**src/rtl/dopcc_pkg.sv**
```systemverilog
package dopcc_pkg;

    // ==========================================================
    // Timing
    // ==========================================================
    localparam int unsigned MCLK_PERIOD_PS = 4000;
    localparam int unsigned FINE_STEP_PS = 150;
    localparam int unsigned FINE_MAX_VAL = 15;
    // Whole step range rounded up to master clock cycles
    localparam int unsigned FINE_MAX_CYC = ((FINE_MAX_VAL + 1) * FINE_STEP_PS + MCLK_PERIOD_PS - 1) / MCLK_PERIOD_PS;
    // Port A carries feedback plus relative delay
    localparam int unsigned DLY_DEPTH = 2 * FINE_MAX_CYC;
    localparam int unsigned DLY_SEL_W = $clog2(DLY_DEPTH + 1);

    // ==========================================================
    // Lock detection and oscillator model
    // ==========================================================
    localparam int unsigned LOCK_REF_EDGES = 16;
    localparam int unsigned REF_TIMEOUT_CYC = 64;
    localparam logic [2:0] PHASE_DIV_4 = 3'h4;
    localparam logic [2:0] PHASE_DIV_7 = 3'h7;
    localparam logic [2:0] HALF_MIN = 3'h1;
    localparam logic [7:0] CNT_ONE = 8'h01;
    localparam logic [7:0] CNT_MAX = 8'hFF;

    // ==========================================================
    // Types
    // ==========================================================
    typedef enum logic [1:0] {RT_SIMPLE, RT_DELAY, RT_PHASE, RT_EXT} dopcc_route_t;
    typedef enum logic {DS_FIXED, DS_RUNTIME} dopcc_dsrc_t;
    typedef enum logic [1:0] {SRC_TAP_ZERO, SRC_TAP_QUARTER, SRC_FULL, SRC_HALVED} dopcc_osrc_t;
    typedef enum logic [1:0] {ST_IDLE, ST_ACQ, ST_LOCKED} dopcc_fsm_t;

    typedef struct packed {
        dopcc_route_t route;
        dopcc_dsrc_t fb_fine_delay_src;
        logic [3:0] fb_fine_delay_val;
        dopcc_dsrc_t rel_fine_delay_src;
        logic [3:0] rel_fine_delay_val;
        logic phase_div_sel;
        dopcc_osrc_t out_a_src_sel;
        dopcc_osrc_t out_b_src_sel;
        logic [3:0] ref_divider;
        logic [5:0] fb_divider;
        logic [2:0] osc_out_divider;
        logic [2:0] filter_range;
        logic gate_en_a;
        logic gate_en_b;
    } dopcc_cfg_t;

    typedef struct packed {
        dopcc_fsm_t fsm;
        dopcc_cfg_t cfg;
        logic ref_q;
        logic fb_q;
        logic synth_full;
        logic synth_halved;
        logic [2:0] half_cnt;
        logic [2:0] phase_cnt;
        logic [7:0] edge_cnt;
        logic [7:0] idle_cnt;
        logic fb_seen;
        logic out_a_global_net;
        logic out_a_fabric;
        logic out_b_global_net;
        logic out_b_fabric;
        logic lock;
    } dopcc_state_t;

    // Steps of (n+1) fine units, rounded up to whole cycles
    function automatic logic [DLY_SEL_W-1:0] fine_cycles(input logic [3:0] n);
        int unsigned ps;
        ps = (int'(n) + 1) * FINE_STEP_PS;
        return DLY_SEL_W'((ps + MCLK_PERIOD_PS - 1) / MCLK_PERIOD_PS);
    endfunction : fine_cycles

endpackage : dopcc_pkg

```
**src/rtl/dopcc_fine_delay.sv**
```systemverilog
module dopcc_fine_delay #(
    parameter int unsigned DEPTH = dopcc_pkg::DLY_DEPTH,
    parameter int unsigned SEL_W = dopcc_pkg::DLY_SEL_W
) (
    // Clock and reset
    input wire logic i_mclk,
    input wire logic i_nrst,
    input wire logic i_ce,
    // Data
    input wire logic i_din,
    input wire logic [SEL_W-1:0] i_sel,
    output logic o_dout
);

    // ==========================================================
    // State
    // ==========================================================
    typedef struct packed {
        logic [DEPTH-1:0] line;
    } dopcc_dly_state_t;

    dopcc_dly_state_t st_ff;
    dopcc_dly_state_t nxt_st;

    always_comb begin
        nxt_st = st_ff;
        nxt_st.line = {st_ff.line[DEPTH-2:0], i_din};
    end

    always_ff @(posedge i_mclk or negedge i_nrst) begin
        if (!i_nrst) begin
            st_ff <= '0;
        end else if (i_ce) begin
            st_ff <= nxt_st;
        end
    end

    // Tap zero is the undelayed input; out-of-range taps clamp to the deepest
    always_comb begin
        if (i_sel == '0) begin
            o_dout = i_din;
        end else if (int'(i_sel) > DEPTH) begin
            o_dout = st_ff.line[DEPTH-1];
        end else begin
            o_dout = st_ff.line[int'(i_sel) - 1];
        end
    end

endmodule : dopcc_fine_delay

```
**src/rtl/dopcc_top.sv**
```systemverilog
module dopcc_top #(
    parameter int unsigned LOCK_EDGES = dopcc_pkg::LOCK_REF_EDGES,
    parameter int unsigned REF_TIMEOUT = dopcc_pkg::REF_TIMEOUT_CYC,
    parameter int unsigned EXT_DIV_FACTOR = 1
) (
    // Clock, reset, enable
    input wire logic i_mclk,
    input wire logic i_nrst,
    input wire logic i_ce,
    // Static configuration
    input wire dopcc_pkg::dopcc_cfg_t i_cfg,
    // Clocks sampled as levels
    input wire logic i_ref_clk_in,
    input wire logic i_ext_fb_clk_in,
    // Live controls
    input wire logic i_bypass,
    input wire logic i_hold_outputs_req,
    input wire logic [7:0] i_runtime_delay_bus,
    // Generated clocks and status
    output logic o_out_a_global_net,
    output logic o_out_a_fabric,
    output logic o_out_b_global_net,
    output logic o_out_b_fabric,
    output logic o_lock
);

    // ==========================================================
    // Declarations
    // ==========================================================
    dopcc_pkg::dopcc_state_t st_ff;
    dopcc_pkg::dopcc_state_t nxt_st;
    logic ref_rise;
    logic ext_rise;
    logic synth_rise;
    logic fb_rise;
    logic running;
    logic [2:0] half_len;
    logic [2:0] div_len;
    logic [2:0] quarter_cnt;
    logic tap_zero;
    logic tap_quarter;
    logic src_a;
    logic src_b;
    logic dly_a;
    logic dly_b;
    logic freeze_a;
    logic freeze_b;
    logic timed_out;
    logic [7:0] need;
    logic [dopcc_pkg::DLY_SEL_W-1:0] fb_cyc;
    logic [dopcc_pkg::DLY_SEL_W-1:0] rel_cyc;
    logic [dopcc_pkg::DLY_SEL_W-1:0] sel_a;

    // ==========================================================
    // Helpers
    // ==========================================================
    function automatic logic pick_src(
        input dopcc_pkg::dopcc_osrc_t sel,
        input dopcc_pkg::dopcc_cfg_t cfg,
        input logic t0,
        input logic t90,
        input logic full,
        input logic halved
    );
        logic r;
        r = 1'b0;
        case (sel)
            dopcc_pkg::SRC_TAP_ZERO: r = (cfg.route == dopcc_pkg::RT_PHASE) & t0;
            dopcc_pkg::SRC_TAP_QUARTER: r = (cfg.route == dopcc_pkg::RT_PHASE) & !cfg.phase_div_sel & t90;
            dopcc_pkg::SRC_FULL: r = full;
            dopcc_pkg::SRC_HALVED: r = halved;
            default: r = 1'b0;
        endcase
        return r;
    endfunction : pick_src

    // ==========================================================
    // Edges and oscillator model
    // ==========================================================
    assign running = (st_ff.fsm != dopcc_pkg::ST_IDLE);
    assign ref_rise = i_ref_clk_in & !st_ff.ref_q;
    assign ext_rise = i_ext_fb_clk_in & !st_ff.fb_q;
    // Output divider of zero would stall the model, so it counts as one
    assign half_len = (st_ff.cfg.osc_out_divider == 3'h0) ? dopcc_pkg::HALF_MIN : st_ff.cfg.osc_out_divider;
    assign synth_rise = running & !st_ff.synth_full & (st_ff.half_cnt >= half_len - dopcc_pkg::HALF_MIN);
    // External feedback pin is only looked at on the external route
    assign fb_rise = (st_ff.cfg.route == dopcc_pkg::RT_EXT) ? ext_rise : synth_rise;
    assign div_len = st_ff.cfg.phase_div_sel ? dopcc_pkg::PHASE_DIV_7 : dopcc_pkg::PHASE_DIV_4;
    assign quarter_cnt = (st_ff.phase_cnt == 3'h0) ? div_len - 3'h1 : st_ff.phase_cnt - 3'h1;
    assign tap_zero = st_ff.phase_cnt < (div_len >> 1);
    assign tap_quarter = quarter_cnt < (div_len >> 1);
    assign src_a = pick_src(st_ff.cfg.out_a_src_sel, st_ff.cfg, tap_zero, tap_quarter,
        st_ff.synth_full, st_ff.synth_halved);
    assign src_b = pick_src(st_ff.cfg.out_b_src_sel, st_ff.cfg, tap_zero, tap_quarter,
        st_ff.synth_full, st_ff.synth_halved);

    // ==========================================================
    // Fine delay
    // ==========================================================
    // Simple route sets the feedback delay to zero; port A still takes the relative delay
    assign fb_cyc = (st_ff.cfg.route == dopcc_pkg::RT_SIMPLE) ? '0 : dopcc_pkg::fine_cycles(
        (st_ff.cfg.fb_fine_delay_src == dopcc_pkg::DS_RUNTIME) ? i_runtime_delay_bus[3:0]
        : st_ff.cfg.fb_fine_delay_val);
    assign rel_cyc = dopcc_pkg::fine_cycles(
        (st_ff.cfg.rel_fine_delay_src == dopcc_pkg::DS_RUNTIME) ? i_runtime_delay_bus[7:4]
        : st_ff.cfg.rel_fine_delay_val);
    assign sel_a = dopcc_pkg::DLY_SEL_W'(fb_cyc + rel_cyc);

    dopcc_fine_delay #(
        .DEPTH(dopcc_pkg::DLY_DEPTH),
        .SEL_W(dopcc_pkg::DLY_SEL_W)
    ) u_dly_a (
        .i_mclk(i_mclk),
        .i_nrst(i_nrst),
        .i_ce(i_ce),
        .i_din(src_a),
        .i_sel(sel_a),
        .o_dout(dly_a)
    );

    dopcc_fine_delay #(
        .DEPTH(dopcc_pkg::DLY_DEPTH),
        .SEL_W(dopcc_pkg::DLY_SEL_W)
    ) u_dly_b (
        .i_mclk(i_mclk),
        .i_nrst(i_nrst),
        .i_ce(i_ce),
        .i_din(src_b),
        .i_sel(fb_cyc),
        .o_dout(dly_b)
    );

    // ==========================================================
    // Low-power hold and lock threshold
    // ==========================================================
    assign freeze_a = i_hold_outputs_req & st_ff.cfg.gate_en_a;
    assign freeze_b = i_hold_outputs_req & st_ff.cfg.gate_en_b;
    assign timed_out = (int'(st_ff.idle_cnt) >= REF_TIMEOUT);
    // Larger dividers and slower filters take longer to settle
    assign need = 8'(LOCK_EDGES * EXT_DIV_FACTOR) + 8'(st_ff.cfg.ref_divider)
        + 8'(st_ff.cfg.fb_divider) + 8'(st_ff.cfg.filter_range);

    // ==========================================================
    // Next state
    // ==========================================================
    always_comb begin
        nxt_st = st_ff;
        nxt_st.ref_q = i_ref_clk_in;
        nxt_st.fb_q = i_ext_fb_clk_in;
        nxt_st.idle_cnt = ref_rise ? 8'h00 : (st_ff.idle_cnt == dopcc_pkg::CNT_MAX ? st_ff.idle_cnt
            : st_ff.idle_cnt + dopcc_pkg::CNT_ONE);
        if (running) begin
            if (st_ff.half_cnt >= half_len - dopcc_pkg::HALF_MIN) begin
                nxt_st.half_cnt = 3'h0;
                nxt_st.synth_full = !st_ff.synth_full;
                if (synth_rise) begin
                    nxt_st.synth_halved = !st_ff.synth_halved;
                    nxt_st.phase_cnt = (st_ff.phase_cnt >= div_len - 3'h1) ? 3'h0 : st_ff.phase_cnt + 3'h1;
                end
            end else begin
                nxt_st.half_cnt = st_ff.half_cnt + 3'h1;
            end
        end
        case (st_ff.fsm)
            dopcc_pkg::ST_IDLE: begin
                // Configuration is captured once after reset and then held
                nxt_st.cfg = i_cfg;
                nxt_st.edge_cnt = 8'h00;
                nxt_st.fb_seen = 1'b0;
                nxt_st.fsm = dopcc_pkg::ST_ACQ;
            end
            dopcc_pkg::ST_ACQ: begin
                if (timed_out) begin
                    nxt_st.edge_cnt = 8'h00;
                    nxt_st.fb_seen = 1'b0;
                end else begin
                    if (fb_rise) begin
                        nxt_st.fb_seen = 1'b1;
                    end
                    if (ref_rise && st_ff.edge_cnt != dopcc_pkg::CNT_MAX) begin
                        nxt_st.edge_cnt = st_ff.edge_cnt + dopcc_pkg::CNT_ONE;
                    end
                    if (st_ff.edge_cnt >= need && st_ff.fb_seen) begin
                        nxt_st.fsm = dopcc_pkg::ST_LOCKED;
                    end
                end
            end
            dopcc_pkg::ST_LOCKED: begin
                // Reference stopped: loop has lost its source
                if (timed_out) begin
                    nxt_st.fsm = dopcc_pkg::ST_ACQ;
                    nxt_st.edge_cnt = 8'h00;
                    nxt_st.fb_seen = 1'b0;
                end
            end
            default: begin
                nxt_st.fsm = dopcc_pkg::ST_IDLE;
            end
        endcase
        // Frozen port B is not tracking the reference, so lock drops
        nxt_st.lock = (nxt_st.fsm == dopcc_pkg::ST_LOCKED) && !freeze_b;
        if (!freeze_a) begin
            nxt_st.out_a_global_net = i_bypass ? i_ref_clk_in : dly_a;
            nxt_st.out_a_fabric = i_bypass ? i_ref_clk_in : dly_a;
        end
        if (!freeze_b) begin
            nxt_st.out_b_global_net = i_bypass ? i_ref_clk_in : dly_b;
            nxt_st.out_b_fabric = i_bypass ? i_ref_clk_in : dly_b;
        end
    end

    // Asynchronous clear; everything else waits for an enabled edge
    always_ff @(posedge i_mclk or negedge i_nrst) begin
        if (!i_nrst) begin
            st_ff <= '0;
        end else if (i_ce) begin
            st_ff <= nxt_st;
        end
    end

    assign o_out_a_global_net = st_ff.out_a_global_net;
    assign o_out_a_fabric = st_ff.out_a_fabric;
    assign o_out_b_global_net = st_ff.out_b_global_net;
    assign o_out_b_fabric = st_ff.out_b_fabric;
    assign o_lock = st_ff.lock;

    // ==========================================================
    // Assertions
    // ==========================================================
    fabric_match_a_a: assert property (@(posedge i_mclk) disable iff (!i_nrst)
        o_out_a_fabric == o_out_a_global_net)
        else $error("port A fabric and global outputs differ");

    fabric_match_b_a: assert property (@(posedge i_mclk) disable iff (!i_nrst)
        o_out_b_fabric == o_out_b_global_net)
        else $error("port B fabric and global outputs differ");

    lock_gated_b_a: assert property (@(posedge i_mclk) disable iff (!i_nrst)
        (i_ce && i_hold_outputs_req && st_ff.cfg.gate_en_b) |=> !o_lock)
        else $error("lock high while port B frozen");

    ext_fb_only_a: assert property (@(posedge i_mclk) disable iff (!i_nrst)
        (i_ce && st_ff.fsm == dopcc_pkg::ST_ACQ && st_ff.cfg.route == dopcc_pkg::RT_EXT && !ext_rise)
        |=> !$rose(st_ff.fb_seen))
        else $error("feedback seen without external edge");

    // State is unknown before the first edge, so look one edge later
    reset_lock_low_a: assert property (@(posedge i_mclk)
        !i_nrst |=> (!o_lock && !o_out_a_global_net && !o_out_b_global_net))
        else $error("outputs not cleared in reset");

    bypass_ref_a: assert property (@(posedge i_mclk) disable iff (!i_nrst)
        (i_ce && i_bypass && !i_hold_outputs_req) |=> (o_out_a_global_net == $past(i_ref_clk_in)
        && o_out_b_global_net == $past(i_ref_clk_in)))
        else $error("bypass did not pass reference clock");

    freeze_a_a: assert property (@(posedge i_mclk) disable iff (!i_nrst)
        (i_ce && freeze_a) |=> $stable(o_out_a_global_net))
        else $error("port A changed while frozen");

    freeze_b_a: assert property (@(posedge i_mclk) disable iff (!i_nrst)
        (i_ce && freeze_b) |=> $stable(o_out_b_global_net))
        else $error("port B changed while frozen");

    no_gate_a_a: assert property (@(posedge i_mclk) disable iff (!i_nrst)
        (i_ce && i_hold_outputs_req && !st_ff.cfg.gate_en_a && i_bypass)
        |=> o_out_a_global_net == $past(i_ref_clk_in))
        else $error("ungated port A held by hold request");

    phase_range_a: assert property (@(posedge i_mclk) disable iff (!i_nrst)
        st_ff.phase_cnt < div_len)
        else $error("phase counter beyond divider length");

    lock_after_edges_a: assert property (@(posedge i_mclk) disable iff (!i_nrst)
        $rose(o_lock) |-> ($past(st_ff.edge_cnt) >= $past(need) && $past(st_ff.fb_seen)))
        else $error("lock without enough reference edges");

    acq_no_lock_a: assert property (@(posedge i_mclk) disable iff (!i_nrst)
        (st_ff.fsm != dopcc_pkg::ST_LOCKED) |-> !o_lock)
        else $error("lock high outside locked state");

    ref_loss_a: assert property (@(posedge i_mclk) disable iff (!i_nrst)
        (i_ce && o_lock && timed_out) |=> !o_lock)
        else $error("lock kept after reference loss");

    no_gate_b_a: assert property (@(posedge i_mclk) disable iff (!i_nrst)
        (i_ce && i_hold_outputs_req && !st_ff.cfg.gate_en_b && i_bypass)
        |=> o_out_b_global_net == $past(i_ref_clk_in))
        else $error("ungated port B held by hold request");

    // Every fine value rounds up to one master cycle at this clock
    fb_delay_b_a: assert property (@(posedge i_mclk) disable iff (!i_nrst)
        (i_ce && st_ff.cfg.route != dopcc_pkg::RT_SIMPLE) ##1 (i_ce && !i_bypass && !freeze_b)
        |=> o_out_b_global_net == $past(src_b, 2))
        else $error("port B feedback delay is not one cycle");

    tap_off_route_a: assert property (@(posedge i_mclk) disable iff (!i_nrst)
        (i_ce && !i_bypass && !freeze_a && st_ff.cfg.route != dopcc_pkg::RT_PHASE
        && st_ff.cfg.out_a_src_sel == dopcc_pkg::SRC_TAP_ZERO) |=> !o_out_a_global_net)
        else $error("port A zero tap active off the phase route");

    quarter_div7_a: assert property (@(posedge i_mclk) disable iff (!i_nrst)
        (i_ce && !i_bypass && !freeze_b && st_ff.cfg.phase_div_sel
        && st_ff.cfg.out_b_src_sel == dopcc_pkg::SRC_TAP_QUARTER) |=> !o_out_b_global_net)
        else $error("port B quarter tap active with divide by 7");

    cfg_static_a: assert property (@(posedge i_mclk) disable iff (!i_nrst)
        (st_ff.fsm != dopcc_pkg::ST_IDLE) |=> $stable(st_ff.cfg))
        else $error("configuration changed after capture");

    lock_seen_c: cover property (@(posedge i_mclk) disable iff (!i_nrst) $rose(o_lock));

    ext_lock_c: cover property (@(posedge i_mclk) disable iff (!i_nrst)
        $rose(o_lock) && st_ff.cfg.route == dopcc_pkg::RT_EXT);

    div7_tap_c: cover property (@(posedge i_mclk) disable iff (!i_nrst)
        st_ff.cfg.route == dopcc_pkg::RT_PHASE && st_ff.cfg.phase_div_sel && st_ff.phase_cnt == 3'h6);

    bypass_hold_c: cover property (@(posedge i_mclk) disable iff (!i_nrst)
        i_ce && i_bypass && freeze_a && !freeze_b);

    ref_loss_c: cover property (@(posedge i_mclk) disable iff (!i_nrst) o_lock && timed_out);

endmodule : dopcc_top

```
**config.mk**
```make
export PLATFORM = sky130hd
export DESIGN_NAME = dopcc_top
export DESIGN_NICKNAME = d
export VERILOG_FILES = /design/src/rtl/dopcc_pkg.sv /design/src/rtl/dopcc_fine_delay.sv /design/src/rtl/dopcc_top.sv
export SDC_FILE = /design/constraint.sdc
export NUM_CORES = 1
export LEC_CHECK = 0
export BUFFER_PORTS_ARGS = -buffer_cell sky130_fd_sc_hd__buf_4
export CELL_PAD_IN_SITES_DETAIL_PLACEMENT = 1
export CELL_PAD_IN_SITES_GLOBAL_PLACEMENT = 2
export CORE_UTILIZATION = 39
export CTS_CLUSTER_SIZE = 8
export DETAILED_ROUTE_END_ITERATION = 16
export HOLD_SLACK_MARGIN = 0.08
export PLACE_DENSITY = 0.85
export SETUP_SLACK_MARGIN = 0.4
export SYNTH_ARGS = -nofsm -noshare
export SYNTH_HDL_FRONTEND = slang
export SYNTH_HIERARCHICAL = 1
export SYNTH_SLANG_ARGS = --single-unit
```
**constraint.sdc**
```tcl
create_clock -name i_mclk -period 6.95 [get_ports i_mclk]
set_clock_uncertainty 0.1 [all_clocks]
set_input_delay 2.085 -clock i_mclk [delete_from_list [all_inputs] [get_ports i_mclk]]
set_output_delay 2.085 -clock i_mclk [all_outputs]
set_load 0.01 [all_outputs]
```
### Word level (Yosys, flattened, before mapping)

Cells that the tools add are included.

| word-level totals | value |
|---|---|
| flip-flop bits (word level) | 71 |
| output and inout bits | 5 |
| word-level logic and storage cells | 155 |

| cells by class | value |
|---|---|
| $add $sub $neg | 19 |
| multipliers | 2 |
| divide/modulo/power cells | 2 |
| order comparisons | 10 |
| eq/ne operators | 17 |
| multiplexer cells | 37 |
| bitwise operators | 11 |
| reductions and logical operators | 28 |

Operators with widths:

| operator | number |
|---|---|
| 32-bit by 12-bit divider with 32-bit output (second input constant) | 2 |
| 32-bit by 3-bit less-than comparator with 1-bit output (second input constant) | 2 |
| 8-bit 2-to-1 mux | 5 |
| 14-bit by 1-bit subtractor with 15-bit output (second input constant) | 2 |
| 13-bit by 12-bit adder with 14-bit output (second input constant) | 2 |
| 5-bit by 7-bit multiplier with 12-bit output (second input constant) | 2 |
| 8-bit one-hot mux with 3 select lines | 1 |
| 8-bit by 1-bit adder with 8-bit output (second input constant) | 2 |
| 2-bit == test (second input constant) | 8 |
| 1-bit 2-to-1 mux | 16 |
| 2-bit zero test | 6 |
| 3-bit 2-to-1 mux | 4 |
| 4-bit AND reduction | 3 |
| 4-bit by 1-bit adder with 5-bit output (second input constant) | 2 |
| 2-bit 2-to-1 mux | 5 |
| 2-bit AND reduction | 5 |
| 1-bit bitwise AND | 9 |
| 3-bit by 1-bit subtractor with 3-bit output (second input constant) | 3 |
| 7-bit by 3-bit adder with 8-bit output | 1 |
| 8-bit == test (second input constant) | 1 |
| 8-bit by 7-bit >= comparator with 1-bit output (second input constant) | 1 |
| 8-bit >= comparator | 1 |
| 4-bit 2-to-1 mux | 2 |
| 8-bit != test (second input constant) | 1 |
| 21 further kinds | 40 |

### Logic depth before layout (Yosys ltp)

Gate-level depths: netlist of the first run.

| depth | value |
|---|---|
| depth after elaboration | 15 |
| depth in mapped cells | 28 |
| mapped depth without buffers | 27 |

### Modules after synthesis

Netlist of the first run, hierarchy kept.

By module, submodules not included:

| module | instances | cells each | area each (sq um) | sequential area each (sq um) |
|---|---|---|---|---|
| dopcc_top | 1 | 612 | 5813.1 | 1676.6 |
| dopcc_fine_delay | 2 | 7 | 91.3 | 50.0 |

### Least setup slack after synthesis of the first run

OpenSTA, ideal clock, no wires.

| path | value |
|---|---|
| path type | input port to flip-flop |
| start | in i_runtime_delay_bus[5] |
| end | reg st_ff, in the netlist o_out_a_fabric |
| library setup time | 142 ps |
| arrival | 6960 ps |
| required time | 6708 ps |
| slack | -252 ps |
| stages on the path | 25 |
| path buffers | 0 |
| cells stage by stage | mux2_2 -> ha_1 -> nand2_1 -> inv_1 -> ha_1 -> ha_1 -> inv_1 -> fa_1 -> inv_1 -> ha_1 -> and3_1 -> a211oi_1 -> nand2_1 -> a21oi_1 -> o32ai_2 -> or3_4 -> o21bai_4 -> a311oi_1 -> o311ai_1 -> a32oi_1 -> ha_1 -> mux2i_1 -> o21ai_0 -> mux2i_1 -> a31oi_1 |

| on the way | value |
|---|---|
| cells in the longest elaborated chain, start to end | 14 |
| elaborated cells between the ends (all ways) | 16 |
| classes of those cells | add/sub (5); mul (1); div (1); order compare (1); mux (7); reduce/logical (1) |

Ends and longest elaborated chain:

| element | RTL line | source |
|---|---|---|
| from (decl) | dopcc_top.sv:18 | `input wire logic [7:0] i_runtime_delay_bus,` |
| 4-bit 2-to-1 mux (*) | dopcc_top.sv:105 | `(st_ff.cfg.rel_fine_delay_src == dopcc_pkg::DS_RUNTIME) ? i_runtime_delay_bus[7:4]` |
| 4-bit by 1-bit adder with 5-bit output (*) | dopcc_pkg.sv:73 | `ps = (int'(n) + 1) * FINE_STEP_PS;` |
| 5-bit by 7-bit multiplier with 12-bit output (*) | dopcc_pkg.sv:73 |  |
| 13-bit by 12-bit adder with 14-bit output (*) | dopcc_pkg.sv:74 | `return DLY_SEL_W'((ps + MCLK_PERIOD_PS - 1) / MCLK_PERIOD_PS);` |
| 14-bit by 1-bit subtractor with 15-bit output (*) | dopcc_pkg.sv:74 |  |
| 32-bit by 12-bit divider with 32-bit output (*) | dopcc_pkg.sv:74 |  |
| 2-bit adder (*) | dopcc_top.sv:107 | `assign sel_a = dopcc_pkg::DLY_SEL_W'(fb_cyc + rel_cyc);` |
| net sel_a, one bit | dopcc_top.sv:52 | `logic [dopcc_pkg::DLY_SEL_W-1:0] sel_a;` |
| 2-bit by 1-bit subtractor with 3-bit output | dopcc_fine_delay.sv:45 | `o_dout = st_ff.line[int'(i_sel) - 1];` |
| 1-bit 2-to-1 mux (implied by the code) (3 in series) | dopcc_fine_delay.sv:45 |  |
| 1-bit 2-to-1 mux | dopcc_fine_delay.sv:42 | `end else if (int'(i_sel) > DEPTH) begin` |
| 1-bit 2-to-1 mux (*) | dopcc_fine_delay.sv:40 | `if (i_sel == '0) begin` |
| net dly_a | dopcc_top.sv:44 | `logic dly_a;` |
| 1-bit 2-to-1 mux (*) | dopcc_top.sv:204 | `nxt_st.out_a_fabric = i_bypass ? i_ref_clk_in : dly_a;` |
| to (signal assigned) | dopcc_top.sv:217 | `st_ff <= nxt_st;` |
| to (decl) | dopcc_top.sv:30 | `dopcc_pkg::dopcc_state_t st_ff;` |

The timed path passes the listed nets; every way through them passes the cells marked *. The select of a mux whose other input is x is not followed.
A chain may end at the register's enable or synchronous reset.

### Worst setup path after layout of the first run

| path | value |
|---|---|
| start | in i_runtime_delay_bus[1] |
| end | reg st_ff, in the netlist o_out_a_fabric |

| on the way | value |
|---|---|
| cells in the longest elaborated chain, start to end | 15 |
| elaborated cells between the ends (all ways) | 17 |
| classes of those cells | add/sub (5); mul (1); div (1); order compare (1); mux (8); reduce/logical (1) |

Ends and longest elaborated chain:

| element | RTL line | source |
|---|---|---|
| 4-bit 2-to-1 mux (*) | dopcc_top.sv:102 | `(st_ff.cfg.fb_fine_delay_src == dopcc_pkg::DS_RUNTIME) ? i_runtime_delay_bus[3:0]` |
| 4-bit by 1-bit adder with 5-bit output (*) | dopcc_pkg.sv:73 |  |
| 5-bit by 7-bit multiplier with 12-bit output (*) | dopcc_pkg.sv:73 |  |
| 13-bit by 12-bit adder with 14-bit output (*) | dopcc_pkg.sv:74 |  |
| 14-bit by 1-bit subtractor with 15-bit output (*) | dopcc_pkg.sv:74 |  |
| 32-bit by 12-bit divider with 32-bit output (*) | dopcc_pkg.sv:74 |  |
| 2-bit 2-to-1 mux (*) | dopcc_top.sv:101 | `assign fb_cyc = (st_ff.cfg.route == dopcc_pkg::RT_SIMPLE) ? '0 : dopcc_pkg::fine_cycles(` |
| net fb_cyc, one bit | dopcc_top.sv:50 | `logic [dopcc_pkg::DLY_SEL_W-1:0] fb_cyc;` |
| 2-bit adder (*) | dopcc_top.sv:107 |  |
| net sel_a, one bit | dopcc_top.sv:52 |  |
| 2-bit by 1-bit subtractor with 3-bit output | dopcc_fine_delay.sv:45 |  |
| 1-bit 2-to-1 mux (implied by the code) (3 in series) | dopcc_fine_delay.sv:45 |  |
| 1-bit 2-to-1 mux | dopcc_fine_delay.sv:42 |  |
| 1-bit 2-to-1 mux (*) | dopcc_fine_delay.sv:40 |  |
| net dly_a | dopcc_top.sv:44 |  |
| 1-bit 2-to-1 mux (*) | dopcc_top.sv:204 |  |

Marked as above.

==> impl_metrics.env, run 1 <==
export IMPL_synth_area_mm2=0.005996
export IMPL_fin_area_mm2=0.007845
export IMPL_yosysMostFrequentCell="dfrtp_1"
export IMPL_yosys_area_top_type="dfrtp_1"
export IMPL_setup_viol=0
export IMPL_fp_dieArea_mm2=0.01587
export IMPL_maxClockFrequency_mhz=147.5
export IMPL_path_class="primary input to register"
export IMPL_ant_nets=0
export IMPL_cp_arrival_ns=6.88
export IMPL_std_cell_rows=44
export IMPL_drive_above_1_share_pct=35.61
export IMPL_dp_cells=899
export IMPL_crit_required_ns=7.05
export IMPL_status="completed"
export IMPL_crit_buf_inv=3
export IMPL_worstMarginPinSlew_ns=0.8804
export IMPL_die_w_um=126.0
export IMPL_clkTransAtPathRegs_ns=0.06
export IMPL_vias_per_cell=5.508
export IMPL_place_area_mm2=0.007164
export IMPL_ys_warn_count=6
export IMPL_ys_types=89
export IMPL_clockRootBuffer="clkbuf_16"
export IMPL_synth_edff_count=0
export IMPL_post_dp_hpwl_um=12080
export IMPL_critical_path_top_delay_family="adder cells"
export IMPL_critical_path_depth=25
export IMPL_grt_max_degree=72
export IMPL_worstSetupEndpoint="o_out_a_fabric$_DFFE_PN0P_"
export IMPL_crit_slowest_cell="fa_1"
export IMPL_critPathCaptureType="register"
export IMPL_grt_setup_unrepaired="true"
export IMPL_clockBufferDepth=2
export IMPL_post_route_min_period_ns=6.781
export IMPL_antenna_cells=0
export IMPL_grt_pass1_wl_um=26870
export IMPL_slew_viol_final=0
export IMPL_cts_tree="done"
export IMPL_postCtsHoldBufs=0
export IMPL_crit_fanout=6
export IMPL_wl_per_cell_um=16.96
export IMPL_worstRegToRegCells=25
export IMPL_rr_endpoint="o_out_a_fabric$_DFFE_PN0P_"
export IMPL_portBuffers=54
export IMPL_gr_total_overflow=0
export IMPL_setup_tns_ns=0
export IMPL_die_y_um=126.0
export IMPL_drc_errors=0
export IMPL_antenna_found_initial=0
export IMPL_start_kind="primary input"
export IMPL_drtIter0Drc=189
export IMPL_layout_filler_cells=1629
export IMPL_synth_seq_area_share_pct=29.63
export IMPL_grt_pass1_vias=5666
export IMPL_max_stage_delay_ns=0.52
export IMPL_synth_seq_cells=71
export IMPL_synthTopCellsByCount="dfrtp_1 (71), ha_1 (59), nand2_1 (49)"
export IMPL_final_core_util_pct=53.17
export IMPL_hold_path_class="register to register"
export IMPL_area_growth_pct=30.84
export IMPL_layoutNonFillerInstCount=931
export IMPL_postSynthCellCount=626
export IMPL_r2r_start="st_ff[64]$_DFFE_PN0P_"
export IMPL_first_pass_iters=4
export IMPL_nNetsFinal=862
export IMPL_slew_headroom_pct=41.30
export IMPL_drt_total_wl_um=15790
export IMPL_io_pins=55
export IMPL_cpMostUsedCell="ha_4"
export IMPL_grt_usage_pct=20.69
export IMPL_cts_buffers_inserted=9
export IMPL_finalHoldViolations=0
export IMPL_post_synth_main_area_contributors="dfrtp_1 (30%), ha_1 (12%), mux2_2 (7.5%)"
export IMPL_core_area_mm2=0.01475
export IMPL_ys_flop_type="dfrtp_1"
export IMPL_multi_input_area_mm2=0.004438
export IMPL_cts_sinks=71
export IMPL_htreeDepth=3
export IMPL_clk_latency_ns=0.33
export IMPL_gp_congestion=0.8073
export IMPL_syn_area_per_cell_um2=9.578
export IMPL_synth_top_area_share_pct=29.63
export IMPL_start_util_pct=40.64
export IMPL_startpoint="i_runtime_delay_bus[1]"
export IMPL_ff_latch_area_mm2=0.001777
export IMPL_reg2reg_slack_ns=1.26
export IMPL_period_share_pct=97.57
export IMPL_synthesis_nets=745
export IMPL_synthArstFlopShare_pct=100.0
export IMPL_drv_cap=0
export IMPL_num_vias=5128
## worst min path at each step
stage	slack (ns)	cells after the start	end	startpoint
floorplan	0.36	1	st_ff[27]$_DFFE_PN0P_	st_ff[27]$_DFFE_PN0P_
global placement	0.38	1	st_ff[31]$_DFFE_PN0P_	st_ff[31]$_DFFE_PN0P_
detailed placement	0.40	1	st_ff[31]$_DFFE_PN0P_	st_ff[31]$_DFFE_PN0P_
CTS	0.40	1	st_ff[28]$_DFFE_PN0P_	st_ff[28]$_DFFE_PN0P_
global route	0.44	1	u_dly_b/st_ff[1]$_DFFE_PN0P_	u_dly_b/st_ff[1]$_DFFE_PN0P_
finish	0.41	1	st_ff[28]$_DFFE_PN0P_	st_ff[28]$_DFFE_PN0P_
## sequential cells by signal, summed over array words and instances (netlist names)
register / cells
o_out_a_fabric: 1
u_dly_b/st_ff: 2
st_ff: 64
u_dly_a/st_ff: 2
o_out_b_fabric: 1
o_lock: 1
## layout by cell type (no fill, tap or decap), types with 4 or more instances in the layout
master	Yosys	final
nor2_1	39	35
clkbuf_16	0	9
xnor2_1	21	17
a21oi_1	35	31
inv_1	39	29
ha_4	0	11
or3_1	4	4
fa_1	10	9
inv_2	1	10
ha_1	59	47
xor2_1	14	13
a31oi_1	5	5
mux2_2	40	38
buf_4	3	119
nand3_1	18	16
nor2b_1	6	6
a211oi_1	5	4
dfrtp_1	71	71
nand4_1	8	8
o21ai_0	39	36
a21oi_2	3	5
nand3b_1	5	5
o21ai_1	4	6
a21o_1	13	13
nor2_2	1	5
and2_1	5	5
nor3_1	10	7
mux2i_1	9	7
nand2b_1	8	7
nand2_1	49	46
a211o_1	6	6
## logic make-up after synthesis
group / Yosys count / synth area share, %
AND/OR/NAND/NOR: 180 / 15.86
AO/OA/AOI/OAI: 161 / 19.05
adder cells (fa/ha/maj): 71 / 16.03
flip-flops: 71 / 29.63
buffers and inverters: 55 / 3.881
multiplexers: 51 / 9.766
XOR/XNOR: 37 / 5.781
## routing by layer
layer  GRT usage, %  part of all wire, %  wire (µm)
met3          2.379                  1.8        280
met2          38.12                   54       8474
met4          5.953                  1.6        251
met5              0                    0          0
met1          25.26                   43       6784
## final cells by class
type                    instances  share of cell area (%)
repair buffers                121                   11.67
clock buffers                  12                   3.397
well taps                     184                   2.935
inverters                      40                   1.946
flip-flops and latches         71                   22.65
multi-input cells             500                   56.57
clock inverters                 3                  0.8293
## worst register-to-register path, delay by kind of cell (launching register included)
family | cells | cell delay, ns
flip-flops | 1 | 0.63
multiplexers | 3 | 0.64
AO/OA/AOI/OAI | 9 | 1.45
adder cells (fa/ha/maj) | 6 | 1.74
XOR/XNOR | 1 | 0.16
buffers and inverters | 3 | 0.16
AND/OR/NAND/NOR | 3 | 0.68
## stage by stage
step,hold WS (ns),setup slack [ns]
global placement,0.3811,-0.009664
floorplan,0.3573,0.2691
global route,0.4358,-0.1205
detailed placement,0.3954,-0.2317
finish,0.4077,0.1691
CTS,0.4041,0.2406
## what timing repair did
action / CTS / global route
pin swaps: 28 / 23
gates resized for setup: 24 / 20
setup endpoints to repair: 2 / 2
setup buffers: 9 / 8
Power of run 1 is not shown: default switching activity piles up to over one toggle a cycle in this logic, so the estimate is an artifact.
==> inputs of run 2 (changes only) <==
--- a/config.mk
+++ b/config.mk
@@ -14,6 +14,7 @@
 export HOLD_SLACK_MARGIN = 0.08
 export PLACE_DENSITY = 0.85
 export SETUP_SLACK_MARGIN = 0.4
+export SLEW_MARGIN = 20
 export SYNTH_ARGS = -nofsm -noshare
 export SYNTH_HDL_FRONTEND = slang
 export SYNTH_HIERARCHICAL = 1
==> constraint.sdc (replaced) <==
create_clock -name i_mclk -period 6.95 [get_ports i_mclk]
set_clock_uncertainty 0.1 [all_clocks]
set_input_delay 0.695 -clock i_mclk [delete_from_list [all_inputs] [get_ports i_mclk]]
set_output_delay 0.695 -clock i_mclk [all_outputs]
set_load 0.01 [all_outputs]
==> impl_metrics.env, run 2 (synthesis results as in run 1) <==
export IMPL_r2r_start="st_ff[59]$_DFFE_PN0P_"
export IMPL_first_pass_iters=6
export IMPL_nNetsFinal=807
export IMPL_drv_cap=0
export IMPL_start_kind="register"
export IMPL_vias_per_cell=5.612
export IMPL_start_util_pct=40.64
export IMPL_worstMarginPinSlew_ns=0.9079
export IMPL_grt_max_degree=72
export IMPL_clockRootBuffer="clkbuf_16"
export IMPL_slew_viol_final=0
export IMPL_grt_usage_pct=19.17
export IMPL_wl_per_cell_um=16.65
export IMPL_core_area_mm2=0.01475
export IMPL_die_y_um=126.0
export IMPL_htreeDepth=3
export IMPL_cp_arrival_ns=6.24
export IMPL_period_share_pct=87.51
export IMPL_status="completed"
export IMPL_drt_total_wl_um=14600
export IMPL_grt_pass1_wl_um=24970
export IMPL_num_vias=4922
export IMPL_final_cell_mix="dfrtp_1 (69), buf_4 (66), ha_1 (58)"
export IMPL_grt_setup_unrepaired="false"
export IMPL_crit_slowest_cell="fa_1"
export IMPL_cts_tree="done"
export IMPL_critPathCaptureType="register"
export IMPL_finalHoldViolations=0
export IMPL_drtIter0Drc=222
export IMPL_crit_required_ns=7.11
export IMPL_hold_path_class="primary input to asynchronous set/reset pin"
export IMPL_cts_sinks=71
export IMPL_antenna_cells=0
export IMPL_die_w_um=126.0
export IMPL_mostFrequentLayoutCell="dfrtp_1"
export IMPL_cpMostUsedCell="ha_1"
export IMPL_setup_viol=0
export IMPL_fp_dieArea_mm2=0.01587
export IMPL_cts_buffers_inserted=9
export IMPL_std_cell_rows=44
export IMPL_post_dp_hpwl_um=11140
export IMPL_clk_latency_ns=0.34
export IMPL_drc_errors=0
export IMPL_top_regs="st_ff: 64 flops, u_dly_a/st_ff: 2 flops, u_dly_b/st_ff: 2 flops"
export IMPL_gr_total_overflow=0
export IMPL_largest_register_ff_count=64
export IMPL_setup_tns_ns=0
export IMPL_max_stage_delay_ns=0.53
export IMPL_drive_above_1_share_pct=24.53
export IMPL_portBuffers=54
export IMPL_top_register="st_ff"
export IMPL_area_growth_pct=17.45
export IMPL_ant_nets=0
export IMPL_clkTransAtPathRegs_ns=0.06
export IMPL_slew_headroom_pct=39.47
export IMPL_startpoint="st_ff[59]$_DFFE_PN0P_"
export IMPL_antenna_found_initial=0
export IMPL_maxClockFrequency_mhz=164.4
export IMPL_io_pins=55
export IMPL_grt_pass1_vias=5414
export IMPL_clockBufferDepth=2
export IMPL_path_class="register to register"
export IMPL_gp_congestion=0.7887
export IMPL_crit_fanout=8
export IMPL_post_route_min_period_ns=6.082
## run 2: cell count changes in the layout (fill, tap and decap cells not counted), moves of 9 or more
cell	delta
ha_1	+11
inv_2	-9
buf_4	-53
inv_1	+10
ha_4	-11
## run 2: area by class of cell
class	instances	area (µm²)
timing repair buffer	66	495.5
fill	1695	7712
sequential	71	1779
multi-input combinational	500	4090
inverter	40	150.1
clock inverter	2	12.51
tap	184	230.2
clock buffer	14	284.0
## run 2: metal layers
metal	global-route usage, %	part of all wire [%]	vias up
met3	2.039	1.3	16
li1	-	-	2412
met1	21.95	43	2461
met5	0	0	-
met4	6.378	1.7	0
met2	36.79	54	33
## run 2: worst paths after layout
check / depth (start not counted) / endpoint / slack [ns]
setup / recovery: 26 / o_out_a_fabric$_DFFE_PN0P_ / 0.87
hold / removal: 1 / st_ff[7]$_DFFE_PN0P_ / 0.38
setup reg to reg: 26 / o_out_a_fabric$_DFFE_PN0P_ / 0.87
hold reg to reg: 1 / st_ff[28]$_DFFE_PN0P_ / 0.40
max in group asynchronous: 1 / st_ff[64]$_DFFE_PN0P_ / 5.71
min in group i_mclk: 1 / st_ff[28]$_DFFE_PN0P_ / 0.40
## run 2: repair_timing
item	CTS	global route
resized for setup	0	18
setup buffers	0	9
hold buffers	0	0
setup endpoints to repair	0	2
## run 2: critical path: cells and delay by family, from the launching register on
kind,cells,cell delay (ns)
muxes,3,0.50
buffers and inverters,4,0.36
and+or+nand+nor,4,0.94
DFF,1,0.43
AOI/OAI and AO/OA,9,1.77
adders and majority gates,6,1.90
## run 2: per-stage QoR
stage | hold WS, ns | util, % | cells | instance area (µm²) | setup slack (ns)
after global placement | 0.3764 | 44.57 | 852 | 6576 | 0.6068
after detailed placement | 0.3954 | 44.57 | 852 | 6576 | 0.3329
after global routing | 0.4240 | 47.73 | 877 | 7042 | 0.4239
after CTS | 0.4072 | 46.58 | 868 | 6873 | 0.4351
after floorplan | 0.2994 | - | 626 | 5996 | 1.138
final | 0.3835 | 47.73 | 877 | 7042 | 0.8684
Power of run 2 is left out for the same reason.
==> inputs of run 3 (changes only) <==
==> constraint.sdc (replaced) <==
create_clock -name i_mclk -period 5.65 [get_ports i_mclk]
set_clock_uncertainty 0.1 [all_clocks]
set_input_delay 0.565 -clock i_mclk [delete_from_list [all_inputs] [get_ports i_mclk]]
set_output_delay 0.565 -clock i_mclk [all_outputs]
set_load 0.01 [all_outputs]
==> impl_metrics.env, run 3 (synthesis results as in run 1) <==
export IMPL_cts_sinks=71
export IMPL_vias_per_cell=5.530
export IMPL_fin_area_mm2=0.007993
export IMPL_slew_viol_final=0
export IMPL_post_route_min_period_ns=5.602
export IMPL_setup_tns_ns=0
export IMPL_critPathCaptureType="register"
export IMPL_multi_input_area_mm2=0.004499
export IMPL_antenna_cells=0
export IMPL_top_register="st_ff"
export IMPL_wl_per_cell_um=17.77
export IMPL_num_vias=5193
export IMPL_maxClockFrequency_mhz=178.5
export IMPL_start_kind="register"
export IMPL_postCtsHoldBufs=0
export IMPL_grt_setup_unrepaired="true"
export IMPL_area_growth_pct=33.31
export IMPL_cp_arrival_ns=5.70
export IMPL_crit_required_ns=5.75
export IMPL_nNetsFinal=869
export IMPL_first_pass_iters=4
export IMPL_crit_slowest_cell="fa_1"
export IMPL_clk_latency_ns=0.33
export IMPL_cts_tree="done"
export IMPL_finalHoldViolations=0
export IMPL_drt_total_wl_um=16690
export IMPL_crit_buf_inv=3
export IMPL_gp_congestion=0.8024
export IMPL_ff_latch_area_mm2=0.001779
export IMPL_largest_register_ff_count=64
export IMPL_clkTransAtPathRegs_ns=0.06
export IMPL_setup_viol=0
export IMPL_post_dp_hpwl_um=12020
export IMPL_drc_errors=0
export IMPL_start_util_pct=40.64
export IMPL_die_w_um=126.0
export IMPL_cts_buffers_inserted=9
export IMPL_portBuffers=54
export IMPL_worstMarginPinSlew_ns=0.9879
export IMPL_path_class="register to register"
export IMPL_status="completed"
export IMPL_drv_cap=0
export IMPL_grt_pass1_wl_um=28790
export IMPL_grt_pass1_vias=5944
export IMPL_drive_above_1_share_pct=37.35
export IMPL_crit_chain="mux2_4 -> ha_4 -> xnor2_4 -> ha_4 -> ha_4 -> inv_2 -> fa_1 -> inv_2 -> ha_4 -> o311a_4 -> o21a_1 -> o211ai_1 -> a21oi_2 -> nor4b_4 -> buf_4 -> a21oi_4 -> nor2_1 -> xnor2_1 -> a31o_1 -> ha_1 -> mux2i_1 -> o21ai_1 -> mux2i_1 -> a31oi_1"
export IMPL_grt_max_degree=72
export IMPL_mostFrequentLayoutCell="buf_4"
export IMPL_clockBufferDepth=2
export IMPL_grt_usage_pct=22.49
export IMPL_fp_dieArea_mm2=0.01587
export IMPL_period_share_pct=99.14
export IMPL_layout_filler_cells=1658
export IMPL_crit_fanout=5
export IMPL_die_y_um=126.0
export IMPL_htreeDepth=3
export IMPL_place_area_mm2=0.006945
export IMPL_drtIter0Drc=173
export IMPL_slew_headroom_pct=33.78
export IMPL_critical_path_top_delay_family="compound AO/OA/AOI/OAI gates"
export IMPL_antenna_found_initial=0
export IMPL_max_stage_delay_ns=0.49
export IMPL_io_pins=55
export IMPL_clockRootBuffer="clkbuf_16"
export IMPL_std_cell_rows=44
export IMPL_top_regs="st_ff: 64 flops, u_dly_a/st_ff: 2 flops, u_dly_b/st_ff: 2 flops"
export IMPL_ant_nets=0
export IMPL_hold_path_class="primary input to asynchronous set/reset pin"
export IMPL_gr_total_overflow=0
export IMPL_final_cell_mix="buf_4 (124), dfrtp_1 (69), nand2_1 (47), ha_1 (47), mux2_2 (38)"
export IMPL_core_area_mm2=0.01475
export IMPL_cpMostUsedCell="ha_4"
## run 3: cell types whose count changed in the layout (fill, tap and decap cells not counted), moves of 4 or more
cell,previous run,this run
buf_4,66,124
inv_1,39,26
inv_2,1,13
ha_1,58,47
ha_4,0,11
a21oi_1,34,29
o21ai_0,39,35
## run 3: worst paths after layout
kind / from / to / slack (ns) / cells after the start
worst min-delay path: i_nrst / st_ff[22]$_DFFE_PN0P_ / 0.23 / 1
min in group i_mclk: i_cfg[22] / st_ff[54]$_DFFE_PN0P_ / 0.33 / 3
max in group asynchronous: i_nrst / st_ff[59]$_DFFE_PN0P_ / 4.53 / 1
worst max-delay path: st_ff[64]$_DFFE_PN0P_ / o_out_a_fabric$_DFFE_PN0P_ / 0.05 / 24
worst max register to register: st_ff[64]$_DFFE_PN0P_ / o_out_a_fabric$_DFFE_PN0P_ / 0.05 / 24
worst min register to register: st_ff[30]$_DFFE_PN0P_ / st_ff[30]$_DFFE_PN0P_ / 0.41 / 1
## run 3: what timing repair did
action,4_1_cts,5_1_grt
endpoints found under the setup margin,2,2
cloned,0,0
gates resized for setup,67,10
setup buffers,34,6
pin swaps,59,14
## run 3: worst register-to-register path, stage by stage (launching register included)
cell      delay [ns]
dfrtp_2         0.45
mux2_4          0.34
ha_4            0.20
xnor2_4         0.16
ha_4            0.30
ha_4            0.12
inv_2           0.03
fa_1            0.49
inv_2           0.05
ha_4            0.18
o311a_4         0.40
o21a_1          0.22
o211ai_1        0.29
a21oi_2         0.15
nor4b_4         0.35
buf_4           0.19
a21oi_4         0.07
nor2_1          0.15
xnor2_1         0.10
a31o_1          0.24
ha_1            0.30
mux2i_1         0.21
o21ai_1         0.10
mux2i_1         0.16
a31oi_1         0.13
## run 3: cell type report
class	instances	share of cell area (%)
clock inverters	6	1.346
multi-input cells	500	56.29
well taps	184	2.880
flip-flops and latches	71	22.26
inverters	40	1.910
clock buffers	10	2.990
repair buffers	128	12.32
## run 3: routing by layer
metal	vias up	routed length [µm]	global-route usage, %	share of wire (%)
met5	-	0	0	0
li1	2532	-	-	-
met3	22	260	3.356	1.6
met4	0	257	6.024	1.5
met1	2596	7078	25.99	42
met2	43	9094	42.83	54
## run 3: stage by stage
step | worst slack [ns] | std cells | hold slack [ns] | util [%]
after floorplan | 0.4079 | 626 | 0.1694 | -
final | 0.04848 | 939 | 0.2288 | 54.17
after global routing | -0.2141 | 939 | 0.3245 | 54.17
after CTS | 0.2021 | 933 | 0.2955 | 53.54
after global placement | 0.08532 | 883 | 0.3794 | 47.07
after detailed placement | -0.1313 | 883 | 0.3984 | 47.07
Power of run 3 is left out for the same reason.
